### src/verilog/cpm_defines.svh
`ifndef CPM_DEFINES_SVH
`define CPM_DEFINES_SVH
// register byte offsets
`define CPM_OFF_GPR        8'h00
`define CPM_OFF_A7         8'h3C
`define CPM_OFF_PC         8'h40
`define CPM_OFF_USP        8'h44
`define CPM_OFF_ISP        8'h48
`define CPM_OFF_MSP        8'h4C
`define CPM_OFF_PSW        8'h50
`define CPM_OFF_VBR        8'h54
`define CPM_OFF_SFC        8'h58
`define CPM_OFF_DFC        8'h5C
`define CPM_OFF_ICACHE_CONTROL       8'h60
`define CPM_OFF_ICACHE_OP_ADDRESS       8'h64
// status word fields
`define CPM_PSW_T1         15
`define CPM_PSW_T0         14
`define CPM_PSW_S          13
`define CPM_PSW_M          12
`define CPM_PSW_IPM_HI     10
`define CPM_PSW_IPM_LO     8
`define CPM_PSW_X          4
`define CPM_PSW_N          3
`define CPM_PSW_Z          2
`define CPM_PSW_V          1
`define CPM_PSW_C          0
`define CPM_PSW_MASK       16'hF71F
`define CPM_PSW_RESET      16'h2700
// cache control fields
`define CPM_ICACHE_CONTROL_EN        0
`define CPM_ICACHE_CONTROL_FRZ       1
`define CPM_ICACHE_CONTROL_CLRE      2
`define CPM_ICACHE_CONTROL_CLRA      3
`define CPM_ICACHE_CONTROL_RW_MASK   32'h0000_0003
// space codes
`define CPM_FC_UDATA       3'h1
`define CPM_FC_UPROG       3'h2
`define CPM_FC_SDATA       3'h5
`define CPM_FC_SPROG       3'h6
`define CPM_FC_IDLE        3'h0
// bus answers
`define CPM_RESP_OKAY      2'h0
`define CPM_RESP_SLVERR    2'h2
`endif

### src/verilog/cpm_pkg.sv
package cpm_pkg;
   typedef enum logic [1:0] {CPM_SZ_BYTE, CPM_SZ_WORD, CPM_SZ_LONG, CPM_SZ_QUAD} cpm_size_e;
   typedef enum logic {CPM_R_IDLE, CPM_R_DATA} cpm_rd_e;
   typedef logic [31:0] cpm_word_t;
endpackage

### src/verilog/cpm_regs.sv
// Functional notes
// - sixteen 32-bit general registers: eight data, eight address
// - data registers serve bit, field, byte, long and quad operands
// - address registers act as stack or base, word and long operations
// - any of sixteen registers selectable as index register
// - 32-bit program counter and two separate 32-bit supervisor stack pointers
// - 16-bit status word holds 3-bit interrupt mask and XNZVC flags
// - status word holds two trace bits, supervisor bit, master bit
// - trace-all set: trace trap after every completed instruction
// - flow-trace set: trace trap only after change-of-flow instructions
// - 32-bit vector base locates the exception table at run time
// - three space-code outputs give supervisor/user and program/data each bus cycle
// - two 3-bit alternate space-code registers redirect supervisor accesses
// - 32-bit cache control register controls and reports instruction cache
// - cache address register supplies address for addressed cache operations
// - bit fields are 1 to 32 consecutive bits
// - decimal operands packed two digits per byte or unpacked one
`timescale 1ns/1ps
`default_nettype none
`include "cpm_defines.svh"
module cpm_regs #(
   parameter int ADDR_W = 8
) (
   input  wire logic                 aclk,            // core clock
   input  wire logic                 aresetn,         // sync reset, low
   input  wire logic [ADDR_W-1:0]    s_awaddr,        // write address
   input  wire logic                 s_awvalid,       // write address valid
   output logic                      s_awready,       // write address ready
   input  wire logic [31:0]          s_wdata,         // write data
   input  wire logic [3:0]           s_wstrb,         // byte enables
   input  wire logic                 s_wvalid,        // write data valid
   output logic                      s_wready,        // write data ready
   output logic [1:0]                s_bresp,         // write answer
   output logic                      s_bvalid,        // write answer valid
   input  wire logic                 s_bready,        // write answer ready
   input  wire logic [ADDR_W-1:0]    s_araddr,        // read address
   input  wire logic                 s_arvalid,       // read address valid
   output logic                      s_arready,       // read address ready
   output logic [31:0]               s_rdata,         // read data
   output logic [1:0]                s_rresp,         // read answer
   output logic                      s_rvalid,        // read answer valid
   input  wire logic                 s_rready,        // read answer ready
   input  wire logic                 opd_req,         // operand fetch strobe
   input  wire logic [3:0]           opd_sel,         // register 0-7 data, 8-15 addr
   input  wire cpm_pkg::cpm_size_e   opd_size,        // operand size
   input  wire logic [4:0]           bf_offset,       // field offset from msb
   input  wire logic [4:0]           bf_len,          // field length, 0 means 32
   input  wire logic                 bcd_packed,      // 1 packed, 0 unpacked
   output logic                      opd_valid,       // operand results valid
   output logic [63:0]               opd_value,       // sized operand
   output logic [31:0]               opd_field,       // right aligned bit field
   output logic [6:0]                opd_decimal,     // decimal value of low byte
   input  wire logic                 wb_en,           // register writeback strobe
   input  wire logic [3:0]           wb_sel,          // writeback register
   input  wire cpm_pkg::cpm_size_e   wb_size,         // writeback size
   input  wire logic [31:0]          wb_data,         // writeback value
   input  wire logic                 instr_done,      // instruction completed
   input  wire logic                 instr_flow,      // it changed flow
   output logic                      trace_trap,      // trace trap request pulse
   input  wire logic                 vec_req,         // vector lookup strobe
   input  wire logic [7:0]           vec_num,         // vector number
   output logic                      vec_valid,       // vector address valid
   output logic [31:0]               vec_addr,        // vector entry address
   input  wire logic                 bus_cycle,       // bus cycle under way
   input  wire logic                 bus_prog,        // program space access
   input  wire logic                 bus_alt_src,     // use alternate source code
   input  wire logic                 bus_alt_dst,     // use alternate dest code
   output logic [2:0]                space_code_outputs, // address space code
   output logic [15:0]               status_word,     // current status word
   output logic                      icache_enable,   // cache enabled
   output logic                      icache_freeze,   // cache frozen
   output logic                      icache_clr_entry,// clear one entry pulse
   output logic                      icache_clr_all,  // clear whole cache pulse
   output logic [31:0]               icache_clr_addr  // address for entry clear
);
   if (ADDR_W < 7) begin : g_chk
      $error("ADDR_W too small for register map");
   end

   ////////////////////////////////////////////////////////////////////////////
   cpm_pkg::cpm_word_t gpr_r [0:14];
   logic [31:0]        pc_r, usp_r, isp_r, msp_r, vbr_r, icache_control_r, icache_op_address_r;
   logic [15:0]        psw_r;
   logic [2:0]         sfc_r, dfc_r;
   logic [31:0]        a7_act;
   logic [31:0]        opd_reg, opd_pair;

   function automatic logic [31:0] merge(input logic [31:0] o, input logic [31:0] d,
                                         input logic [3:0] s);
      logic [31:0] r;
      r = o;
      for (int b = 0; b < 4; b++) begin
         if (s[b]) begin
            r[b*8 +: 8] = d[b*8 +: 8];
         end
      end
      return r;
   endfunction

   // active stack pointer behind A7
   always_comb begin
      if (!psw_r[`CPM_PSW_S]) begin
         a7_act = usp_r;
      end else if (psw_r[`CPM_PSW_M]) begin
         a7_act = msp_r;
      end else begin
         a7_act = isp_r;
      end
   end

   function automatic logic [31:0] reg_of(input logic [3:0] idx);
      return (idx == 4'hF) ? a7_act : gpr_r[idx];
   endfunction

   ////////////////////////////////////////////////////////////////////////////
   // bus slave
   logic [ADDR_W-1:0] aw_addr_r, wa, ra;
   logic [31:0]       w_data_r;
   logic [3:0]        w_strb_r;
   logic              aw_full_r, w_full_r, do_write, aw_full_nxt, w_full_nxt, wr_hit;
   cpm_pkg::cpm_rd_e  rd_state_r;
   logic [31:0]       rd_val;
   logic              rd_hit;

   assign do_write    = aw_full_r & w_full_r & ~s_bvalid;
   assign aw_full_nxt = do_write ? 1'b0 : (aw_full_r | (s_awvalid & s_awready));
   assign w_full_nxt  = do_write ? 1'b0 : (w_full_r | (s_wvalid & s_wready));
   assign wa          = {aw_addr_r[ADDR_W-1:2], 2'b00};
   assign ra          = {s_araddr[ADDR_W-1:2], 2'b00};
   assign wr_hit      = (wa <= ADDR_W'(`CPM_OFF_ICACHE_OP_ADDRESS));

   always_ff @(posedge aclk) begin
      if (!aresetn) begin
         aw_full_r <= 1'b0;
         w_full_r  <= 1'b0;
         s_awready <= 1'b0;
         s_wready  <= 1'b0;
         aw_addr_r <= '0;
         w_data_r  <= 32'h0000_0000;
         w_strb_r  <= 4'h0;
      end else begin
         aw_full_r <= aw_full_nxt;
         w_full_r  <= w_full_nxt;
         s_awready <= ~aw_full_nxt;
         s_wready  <= ~w_full_nxt;
         if (s_awvalid & s_awready) begin
            aw_addr_r <= s_awaddr;
         end
         if (s_wvalid & s_wready) begin
            w_data_r <= s_wdata;
            w_strb_r <= s_wstrb;
         end
      end
   end

   always_ff @(posedge aclk) begin
      if (!aresetn) begin
         s_bvalid <= 1'b0;
         s_bresp  <= `CPM_RESP_OKAY;
      end else if (do_write) begin
         s_bvalid <= 1'b1;
         s_bresp  <= wr_hit ? `CPM_RESP_OKAY : `CPM_RESP_SLVERR;
      end else if (s_bready) begin
         s_bvalid <= 1'b0;
      end
   end

   always_comb begin
      rd_hit = 1'b1;
      rd_val = 32'h0000_0000;
      if (ra <= ADDR_W'(`CPM_OFF_A7)) begin
         rd_val = reg_of(ra[5:2]);
      end else begin
         case (ra)
            ADDR_W'(`CPM_OFF_PC):   rd_val = pc_r;
            ADDR_W'(`CPM_OFF_USP):  rd_val = usp_r;
            ADDR_W'(`CPM_OFF_ISP):  rd_val = isp_r;
            ADDR_W'(`CPM_OFF_MSP):  rd_val = msp_r;
            ADDR_W'(`CPM_OFF_PSW):  rd_val = {16'h0000, psw_r};
            ADDR_W'(`CPM_OFF_VBR):  rd_val = vbr_r;
            ADDR_W'(`CPM_OFF_SFC):  rd_val = {29'h0, sfc_r};
            ADDR_W'(`CPM_OFF_DFC):  rd_val = {29'h0, dfc_r};
            ADDR_W'(`CPM_OFF_ICACHE_CONTROL): rd_val = icache_control_r;
            ADDR_W'(`CPM_OFF_ICACHE_OP_ADDRESS): rd_val = icache_op_address_r;
            default:                rd_hit = 1'b0;
         endcase
      end
   end

   always_ff @(posedge aclk) begin
      if (!aresetn) begin
         rd_state_r <= cpm_pkg::CPM_R_IDLE;
         s_arready  <= 1'b0;
         s_rvalid   <= 1'b0;
         s_rdata    <= 32'h0000_0000;
         s_rresp    <= `CPM_RESP_OKAY;
      end else begin
         case (rd_state_r)
            cpm_pkg::CPM_R_IDLE: begin
               s_arready <= 1'b1;
               if (s_arvalid & s_arready) begin
                  s_arready  <= 1'b0;
                  s_rvalid   <= 1'b1;
                  s_rdata    <= rd_val;
                  s_rresp    <= rd_hit ? `CPM_RESP_OKAY : `CPM_RESP_SLVERR;
                  rd_state_r <= cpm_pkg::CPM_R_DATA;
               end
            end
            cpm_pkg::CPM_R_DATA: begin
               if (s_rready) begin
                  s_rvalid   <= 1'b0;
                  s_arready  <= 1'b1;
                  rd_state_r <= cpm_pkg::CPM_R_IDLE;
               end
            end
            default: rd_state_r <= cpm_pkg::CPM_R_IDLE;
         endcase
      end
   end

   ////////////////////////////////////////////////////////////////////////////
   // general registers: writeback port first, bus write wins a collision
   for (genvar gi = 0; gi < 15; gi++) begin : g_gpr
      always_ff @(posedge aclk) begin
         if (!aresetn) begin
            gpr_r[gi] <= 32'h0000_0000;
         end else begin
            if (wb_en && wb_sel == 4'(gi)) begin
               if (gi < 8) begin
                  case (wb_size)
                     cpm_pkg::CPM_SZ_BYTE: gpr_r[gi][7:0]  <= wb_data[7:0];
                     cpm_pkg::CPM_SZ_WORD: gpr_r[gi][15:0] <= wb_data[15:0];
                     default:              gpr_r[gi]       <= wb_data;
                  endcase
               end else if (wb_size == cpm_pkg::CPM_SZ_WORD) begin
                  gpr_r[gi] <= {{16{wb_data[15]}}, wb_data[15:0]};
               end else if (wb_size != cpm_pkg::CPM_SZ_BYTE) begin
                  gpr_r[gi] <= wb_data;
               end
            end
            if (do_write && wa == ADDR_W'(`CPM_OFF_GPR + 4 * gi)) begin
               gpr_r[gi] <= merge(gpr_r[gi], w_data_r, w_strb_r);
            end
         end
      end
   end

   // stack pointers and program counter
   logic wb_a7;
   logic [31:0] wb_a7_val;
   assign wb_a7     = wb_en && wb_sel == 4'hF && wb_size != cpm_pkg::CPM_SZ_BYTE;
   assign wb_a7_val = (wb_size == cpm_pkg::CPM_SZ_WORD) ? {{16{wb_data[15]}}, wb_data[15:0]}
                                                        : wb_data;
   always_ff @(posedge aclk) begin
      if (!aresetn) begin
         usp_r <= 32'h0000_0000;
         isp_r <= 32'h0000_0000;
         msp_r <= 32'h0000_0000;
         pc_r  <= 32'h0000_0000;
      end else begin
         if (wb_a7 && !psw_r[`CPM_PSW_S]) usp_r <= wb_a7_val;
         if (wb_a7 && psw_r[`CPM_PSW_S] && !psw_r[`CPM_PSW_M]) isp_r <= wb_a7_val;
         if (wb_a7 && psw_r[`CPM_PSW_S] && psw_r[`CPM_PSW_M]) msp_r <= wb_a7_val;
         if (do_write && wa == ADDR_W'(`CPM_OFF_A7)) begin
            if (!psw_r[`CPM_PSW_S]) usp_r <= merge(usp_r, w_data_r, w_strb_r);
            else if (psw_r[`CPM_PSW_M]) msp_r <= merge(msp_r, w_data_r, w_strb_r);
            else isp_r <= merge(isp_r, w_data_r, w_strb_r);
         end
         if (do_write && wa == ADDR_W'(`CPM_OFF_USP)) usp_r <= merge(usp_r, w_data_r, w_strb_r);
         if (do_write && wa == ADDR_W'(`CPM_OFF_ISP)) isp_r <= merge(isp_r, w_data_r, w_strb_r);
         if (do_write && wa == ADDR_W'(`CPM_OFF_MSP)) msp_r <= merge(msp_r, w_data_r, w_strb_r);
         if (do_write && wa == ADDR_W'(`CPM_OFF_PC)) pc_r <= merge(pc_r, w_data_r, w_strb_r);
      end
   end

   // status word, vector base, alternate codes, cache registers
   logic [31:0] psw_merged;
   assign psw_merged = merge({16'h0000, psw_r}, w_data_r, w_strb_r);
   always_ff @(posedge aclk) begin
      if (!aresetn) begin
         psw_r <= `CPM_PSW_RESET;
         vbr_r <= 32'h0000_0000;
         sfc_r <= 3'h0;
         dfc_r <= 3'h0;
         icache_op_address_r <= 32'h0000_0000;
         icache_control_r <= 32'h0000_0000;
      end else if (do_write) begin
         if (wa == ADDR_W'(`CPM_OFF_PSW)) begin
            psw_r <= psw_merged[15:0] & `CPM_PSW_MASK;
         end
         if (wa == ADDR_W'(`CPM_OFF_VBR)) vbr_r <= merge(vbr_r, w_data_r, w_strb_r);
         if (wa == ADDR_W'(`CPM_OFF_SFC) && w_strb_r[0]) sfc_r <= w_data_r[2:0];
         if (wa == ADDR_W'(`CPM_OFF_DFC) && w_strb_r[0]) dfc_r <= w_data_r[2:0];
         if (wa == ADDR_W'(`CPM_OFF_ICACHE_OP_ADDRESS)) icache_op_address_r <= merge(icache_op_address_r, w_data_r, w_strb_r);
         if (wa == ADDR_W'(`CPM_OFF_ICACHE_CONTROL)) begin
            icache_control_r <= merge(icache_control_r, w_data_r, w_strb_r) & `CPM_ICACHE_CONTROL_RW_MASK;
         end
      end
   end

   // cache control outputs; clear bits act once and read back zero
   logic icache_control_wr;
   assign icache_control_wr = do_write && wa == ADDR_W'(`CPM_OFF_ICACHE_CONTROL) && w_strb_r[0];
   always_ff @(posedge aclk) begin
      if (!aresetn) begin
         icache_enable    <= 1'b0;
         icache_freeze    <= 1'b0;
         icache_clr_entry <= 1'b0;
         icache_clr_all   <= 1'b0;
         icache_clr_addr  <= 32'h0000_0000;
         status_word      <= `CPM_PSW_RESET;
      end else begin
         icache_enable    <= icache_control_r[`CPM_ICACHE_CONTROL_EN];
         icache_freeze    <= icache_control_r[`CPM_ICACHE_CONTROL_FRZ];
         icache_clr_entry <= icache_control_wr & w_data_r[`CPM_ICACHE_CONTROL_CLRE];
         icache_clr_all   <= icache_control_wr & w_data_r[`CPM_ICACHE_CONTROL_CLRA];
         icache_clr_addr  <= icache_op_address_r;
         status_word      <= psw_r;
      end
   end

   ////////////////////////////////////////////////////////////////////////////
   // operand port
   logic [63:0] field_sh;
   always_comb begin
      opd_reg  = reg_of(opd_sel);
      opd_pair = reg_of({opd_sel[3], opd_sel[2:0] + 3'h1});
      field_sh = {32'h0000_0000, opd_reg << bf_offset};
   end

   always_ff @(posedge aclk) begin
      if (!aresetn) begin
         opd_valid   <= 1'b0;
         opd_value   <= 64'h0;
         opd_field   <= 32'h0000_0000;
         opd_decimal <= 7'h00;
      end else begin
         opd_valid <= opd_req;
         if (opd_req) begin
            case (opd_size)
               cpm_pkg::CPM_SZ_BYTE: opd_value <= {56'h0, opd_reg[7:0]};
               cpm_pkg::CPM_SZ_WORD: opd_value <= {48'h0, opd_reg[15:0]};
               cpm_pkg::CPM_SZ_QUAD: opd_value <= {opd_reg, opd_pair};
               default:              opd_value <= {32'h0, opd_reg};
            endcase
            opd_field <= (bf_len == 5'h00) ? field_sh[31:0]
                         : field_sh[31:0] >> (6'd32 - {1'b0, bf_len});
            opd_decimal <= bcd_packed ? 7'(opd_reg[7:4]) * 7'd10 + 7'(opd_reg[3:0])
                                      : 7'(opd_reg[3:0]);
         end
      end
   end

   ////////////////////////////////////////////////////////////////////////////
   // trace, vectors and space codes
   always_ff @(posedge aclk) begin
      if (!aresetn) begin
         trace_trap         <= 1'b0;
         vec_valid          <= 1'b0;
         vec_addr           <= 32'h0000_0000;
         space_code_outputs <= `CPM_FC_IDLE;
      end else begin
         trace_trap <= instr_done & (psw_r[`CPM_PSW_T0]
                       | (psw_r[`CPM_PSW_T1] & instr_flow));
         vec_valid  <= vec_req;
         if (vec_req) vec_addr <= vbr_r + {22'h0, vec_num, 2'b00};
         if (!bus_cycle) space_code_outputs <= `CPM_FC_IDLE;
         else if (bus_alt_src) space_code_outputs <= sfc_r;
         else if (bus_alt_dst) space_code_outputs <= dfc_r;
         else if (psw_r[`CPM_PSW_S])
            space_code_outputs <= bus_prog ? `CPM_FC_SPROG : `CPM_FC_SDATA;
         else space_code_outputs <= bus_prog ? `CPM_FC_UPROG : `CPM_FC_UDATA;
      end
   end
endmodule
`default_nettype wire

### config.mk
export PLATFORM = sky130hd
export DESIGN_NAME = cpm_regs
export DESIGN_NICKNAME = d
export VERILOG_FILES = /design/src/verilog/cpm_pkg.sv /design/src/verilog/cpm_regs.sv
export VERILOG_INCLUDE_DIRS = /design/src /design/src/verilog
export SDC_FILE = /design/constraint.sdc
export NUM_CORES = 2
export LEC_CHECK = 0
export ABC_AREA = 1
export BUFFER_PORTS_ARGS = -buffer_cell sky130_fd_sc_hd__buf_2
export CAP_MARGIN = 20
export CORE_ASPECT_RATIO = 1.5
export CORE_UTILIZATION = 32
export DETAILED_ROUTE_END_ITERATION = 12
export PLACE_DENSITY = 0.56
export SETUP_SLACK_MARGIN = 0.4
export SLEW_MARGIN = 30
export SYNTH_ARGS = -nofsm -noshare
export SYNTH_HDL_FRONTEND = slang
export SYNTH_SLANG_ARGS = --single-unit
### constraint.sdc
create_clock -name aclk -period 5.3 [get_ports aclk]
set_input_delay 0.795 -clock aclk [delete_from_list [all_inputs] [get_ports aclk]]
set_output_delay 0.795 -clock aclk [all_outputs]
set_load 0.05 [all_outputs]
==> results.cfg <==
[cells_and_area]
ff_latch_area_um2 = 24100
layout_commonest_cell = nand2_1
fillers = 19600
multi_input_area_um2 = 29900
stdcell_count = 10800
layout-drive-gt1-share = 0.112
final_nets = 8449
synthToLayoutAreaGrowth_pct = 13.9
layout_common_cells = nand2_1, o21ai_0, nand3_1

[timing]
tightest_slew_ns = 1.12
rsz0062_at_grt = false
skew_ns = 0.0712
setup_viol_count_final = 0
period_minus_slack_ns = 4.55
fmax_mhz = 220
setup_tns_ns = 0
finalMaxSlewViolations = 0
relSlewSlack = 0.252
hold_violations = 0
period_share = 0.858

[synthesis]
synth_warnings = 0
yosysSeqAreaShare = 0.405
synth-seq-cells = 965
ys.flop_type = dfxtp_1
synthCells = 8190
netlist_area_um2 = 59500
async_reset_ff_frac = 0
synth_edf_count = 480
ys_types = 61
syn_avg_cell_area_um2 = 7.27

[placement]
place_congestion = 1.03
dp_hpwl_um = 236000
port_buffers = 354
dp_cells = 10600

[floorplanning]
start_util = 0.323
die_h_um = 530
fp.dieArea_um2 = 188000
dieWidth_um = 354
rows = 193
fp.coreArea_um2 = 184000
ioPinCount = 365

[power_and_ir_drop]
powerDensity_nw_per_um2 = 294
leakage_nw = 27.2
peakVddDrop_mv = 0.307

[global_routing]
grt_antenna_before_repair = 30
grt_overflow_total = 0
grt_pass1_wl_um = 448000
grt_max_degree = 205
grt_usage = 0.328
grt_pass1_vias = 60700

[worst_setup_path]
worst_r2r_path_depth = 23
crit_fanout = 19
crit_type = flop to flop
slowest_delay_ns = 0.88
cp_common_cell = nand2_1
cp_slowest_cell = dfxtp_1
cp-start-kind = flop
crit_chain = nand2_2 -> inv_1 -> buf_4 -> nand2_1 -> nand3_1 -> inv_1 -> nand2_1 -> nand3_2 -> nand2_1 -> nand3_1 -> nand3_1 -> nand2_1 -> nand2_1 -> nand3_1 -> nand2_1 -> nand3_1 -> nand3_1 -> nand3_1 -> nand2_1 -> nand2_1 -> nand3_1 -> nand2_1 -> inv_1
r2r-start = psw_r[12]
timing.rr.end = opd_field[4]
setup.worst_path.end_class = flop
arrival_ns = 5.24
required_ns = 6.00
rrSetupSlack_ns = 0.75

[routing]
ant_nets = 0
wl_per_cell_um = 29.8
drc = 0
vias = 66400
finalWirelength_um = 322000
drtPass1Iterations = 7
vias_per_cell = 6.13
drt_iter0_drc = 9590

[clock_network]
cts-buffers-inserted = 103
cts-root-buf = clkbuf_16
cts_resized = 0
clk_latency_ns = 0.78
cts-hold-fix-buffers = 0
cts_setup_buffers = 0
htree_levels = 3
tritoncts = yes
cts_buffer_depth = 3
numClockSinks = 965
clkTransAtPathRegs_ns = 0.07

[run]
max_cap_violations = 0

[status]
status = completed

[worst_hold_path]
hold_depth = 2
min_path_type = input port to flop
holdPathEnd = s_rvalid
min_from = s_rready
-- worst max-delay path by stage --
stage	startpoint	endpoint	slack, ns	cells after the start
floorplan	opd_sel[0]	opd_value[6]	1.40	19
global placement	opd_sel[2]	opd_field[5]	0.79	27
detailed placement	opd_sel[0]	opd_field[3]	0.82	25
CTS	psw_r[12]	opd_field[5]	0.97	23
global route	psw_r[12]	opd_field[1]	0.60	21
finish	psw_r[12]	opd_field[4]	0.75	23
-- power breakdown --
part           total, W  internal, W  switching (W)
combinational   0.00380     0.000912        0.00289
sequential      0.00833      0.00809       0.000245
clock           0.00783      0.00433        0.00350
total            0.0200       0.0133        0.00663
-- area by class of cell --
cell class,count,share of cell area
repair buffers,648,0.0643
clock buffers,140,0.0441
flip-flops and latches,965,0.356
well taps,2437,0.0450
multi-input cells,5842,0.441
inverters,737,0.0411
clock inverters,51,0.00810
diodes,14,0.000517
-- registers in the layout, summed over array words and instances (netlist names), 2 cells and up --
register	flops
w_data_r	32
sfc_r	3
opd_decimal	7
vbr_r	32
dfc_r	3
opd_field	32
icache_control_r	2
aw_addr_r	6
usp_r	32
pc_r	32
s_rdata	32
vec_addr	32
icache_op_address_r	32
icache_clr_addr	32
w_strb_r	4
status_word	12
space_code_outputs	3
msp_r	32
isp_r	32
opd_value	64
psw_r	12
gpr_r	480
-- worst max-delay path: cells and delay by family, from the launching register on --
kind / cells / cell delay, ns
buf+inv: 4 / 0.74
flops: 1 / 0.88
simple gates: 19 / 2.81
-- routing by layer --
metal / routed length [um] / global-route usage
met3: 34800 / 0.0677
met4: 25100 / 0.215
met2: 143000 / 0.521
met5: 149 / 0.00128
met1: 120000 / 0.403
-- cell families after synthesis --
family / after synthesis / synth area share
AO/OA/AOI/OAI: 2619 / 0.263
XOR/XNOR: 29 / 0.00427
adder cells (fa/ha/maj): 21 / 0.00479
buffers and inverters: 1388 / 0.0951
flip-flops: 965 / 0.405
other: 1 / 0.0000630
AND/OR/NAND/NOR: 3167 / 0.228
-- through the flow --
| stage | hold WS (ns) | power (W) | setup slack (ns) | area (um^2) | util |
|---|---|---|---|---|---|
| floorplan | 0.403 | 0.0106 | 1.40 | 59500 | - |
| global placement | 0.432 | 0.0121 | 0.786 | 64200 | 0.348 |
| detailed placement | 0.437 | 0.0121 | 0.818 | 64200 | 0.348 |
| CTS | 0.215 | 0.0199 | 0.972 | 67700 | 0.367 |
| global route | 0.242 | 0.0204 | 0.602 | 67800 | 0.367 |
| finish | 0.257 | 0.0200 | 0.755 | 67800 | 0.367 |
-- Yosys cell counts (all sizes together), types with 3 or more instances --
cell type	number	share of area
a221oi	78	0.011
o211ai	69	0.0088
o22ai	285	0.030
a41oi	6	0.00088
a21oi	666	0.056
ha	18	0.0038
xor2	26	0.0038
o21ai	961	0.081
a22oi	137	0.017
clkinv	28	0.0018
a2111oi	4	0.00059
buf	218	0.021
nor4	9	0.00095
xnor2	3	0.00044
a211oi	145	0.018
o221a	4	0.00076
fa	3	0.0010
o2111ai	9	0.0013
o211a	3	0.00050
o31ai	5	0.00063
nand2	1537	0.097
a22o	6	0.00088
a31oi	31	0.0033
nand3	921	0.079
or2	3	0.00032
dfxtp	485	0.16
o32ai	86	0.013
nand4	73	0.0077
nor3	51	0.0047
clkbuf	433	0.027
o221ai	102	0.015
a32o	15	0.0025
edfxtp	480	0.24
inv	709	0.045
nor2	568	0.037
No activity file was read; power rests on OpenSTA's default activity.
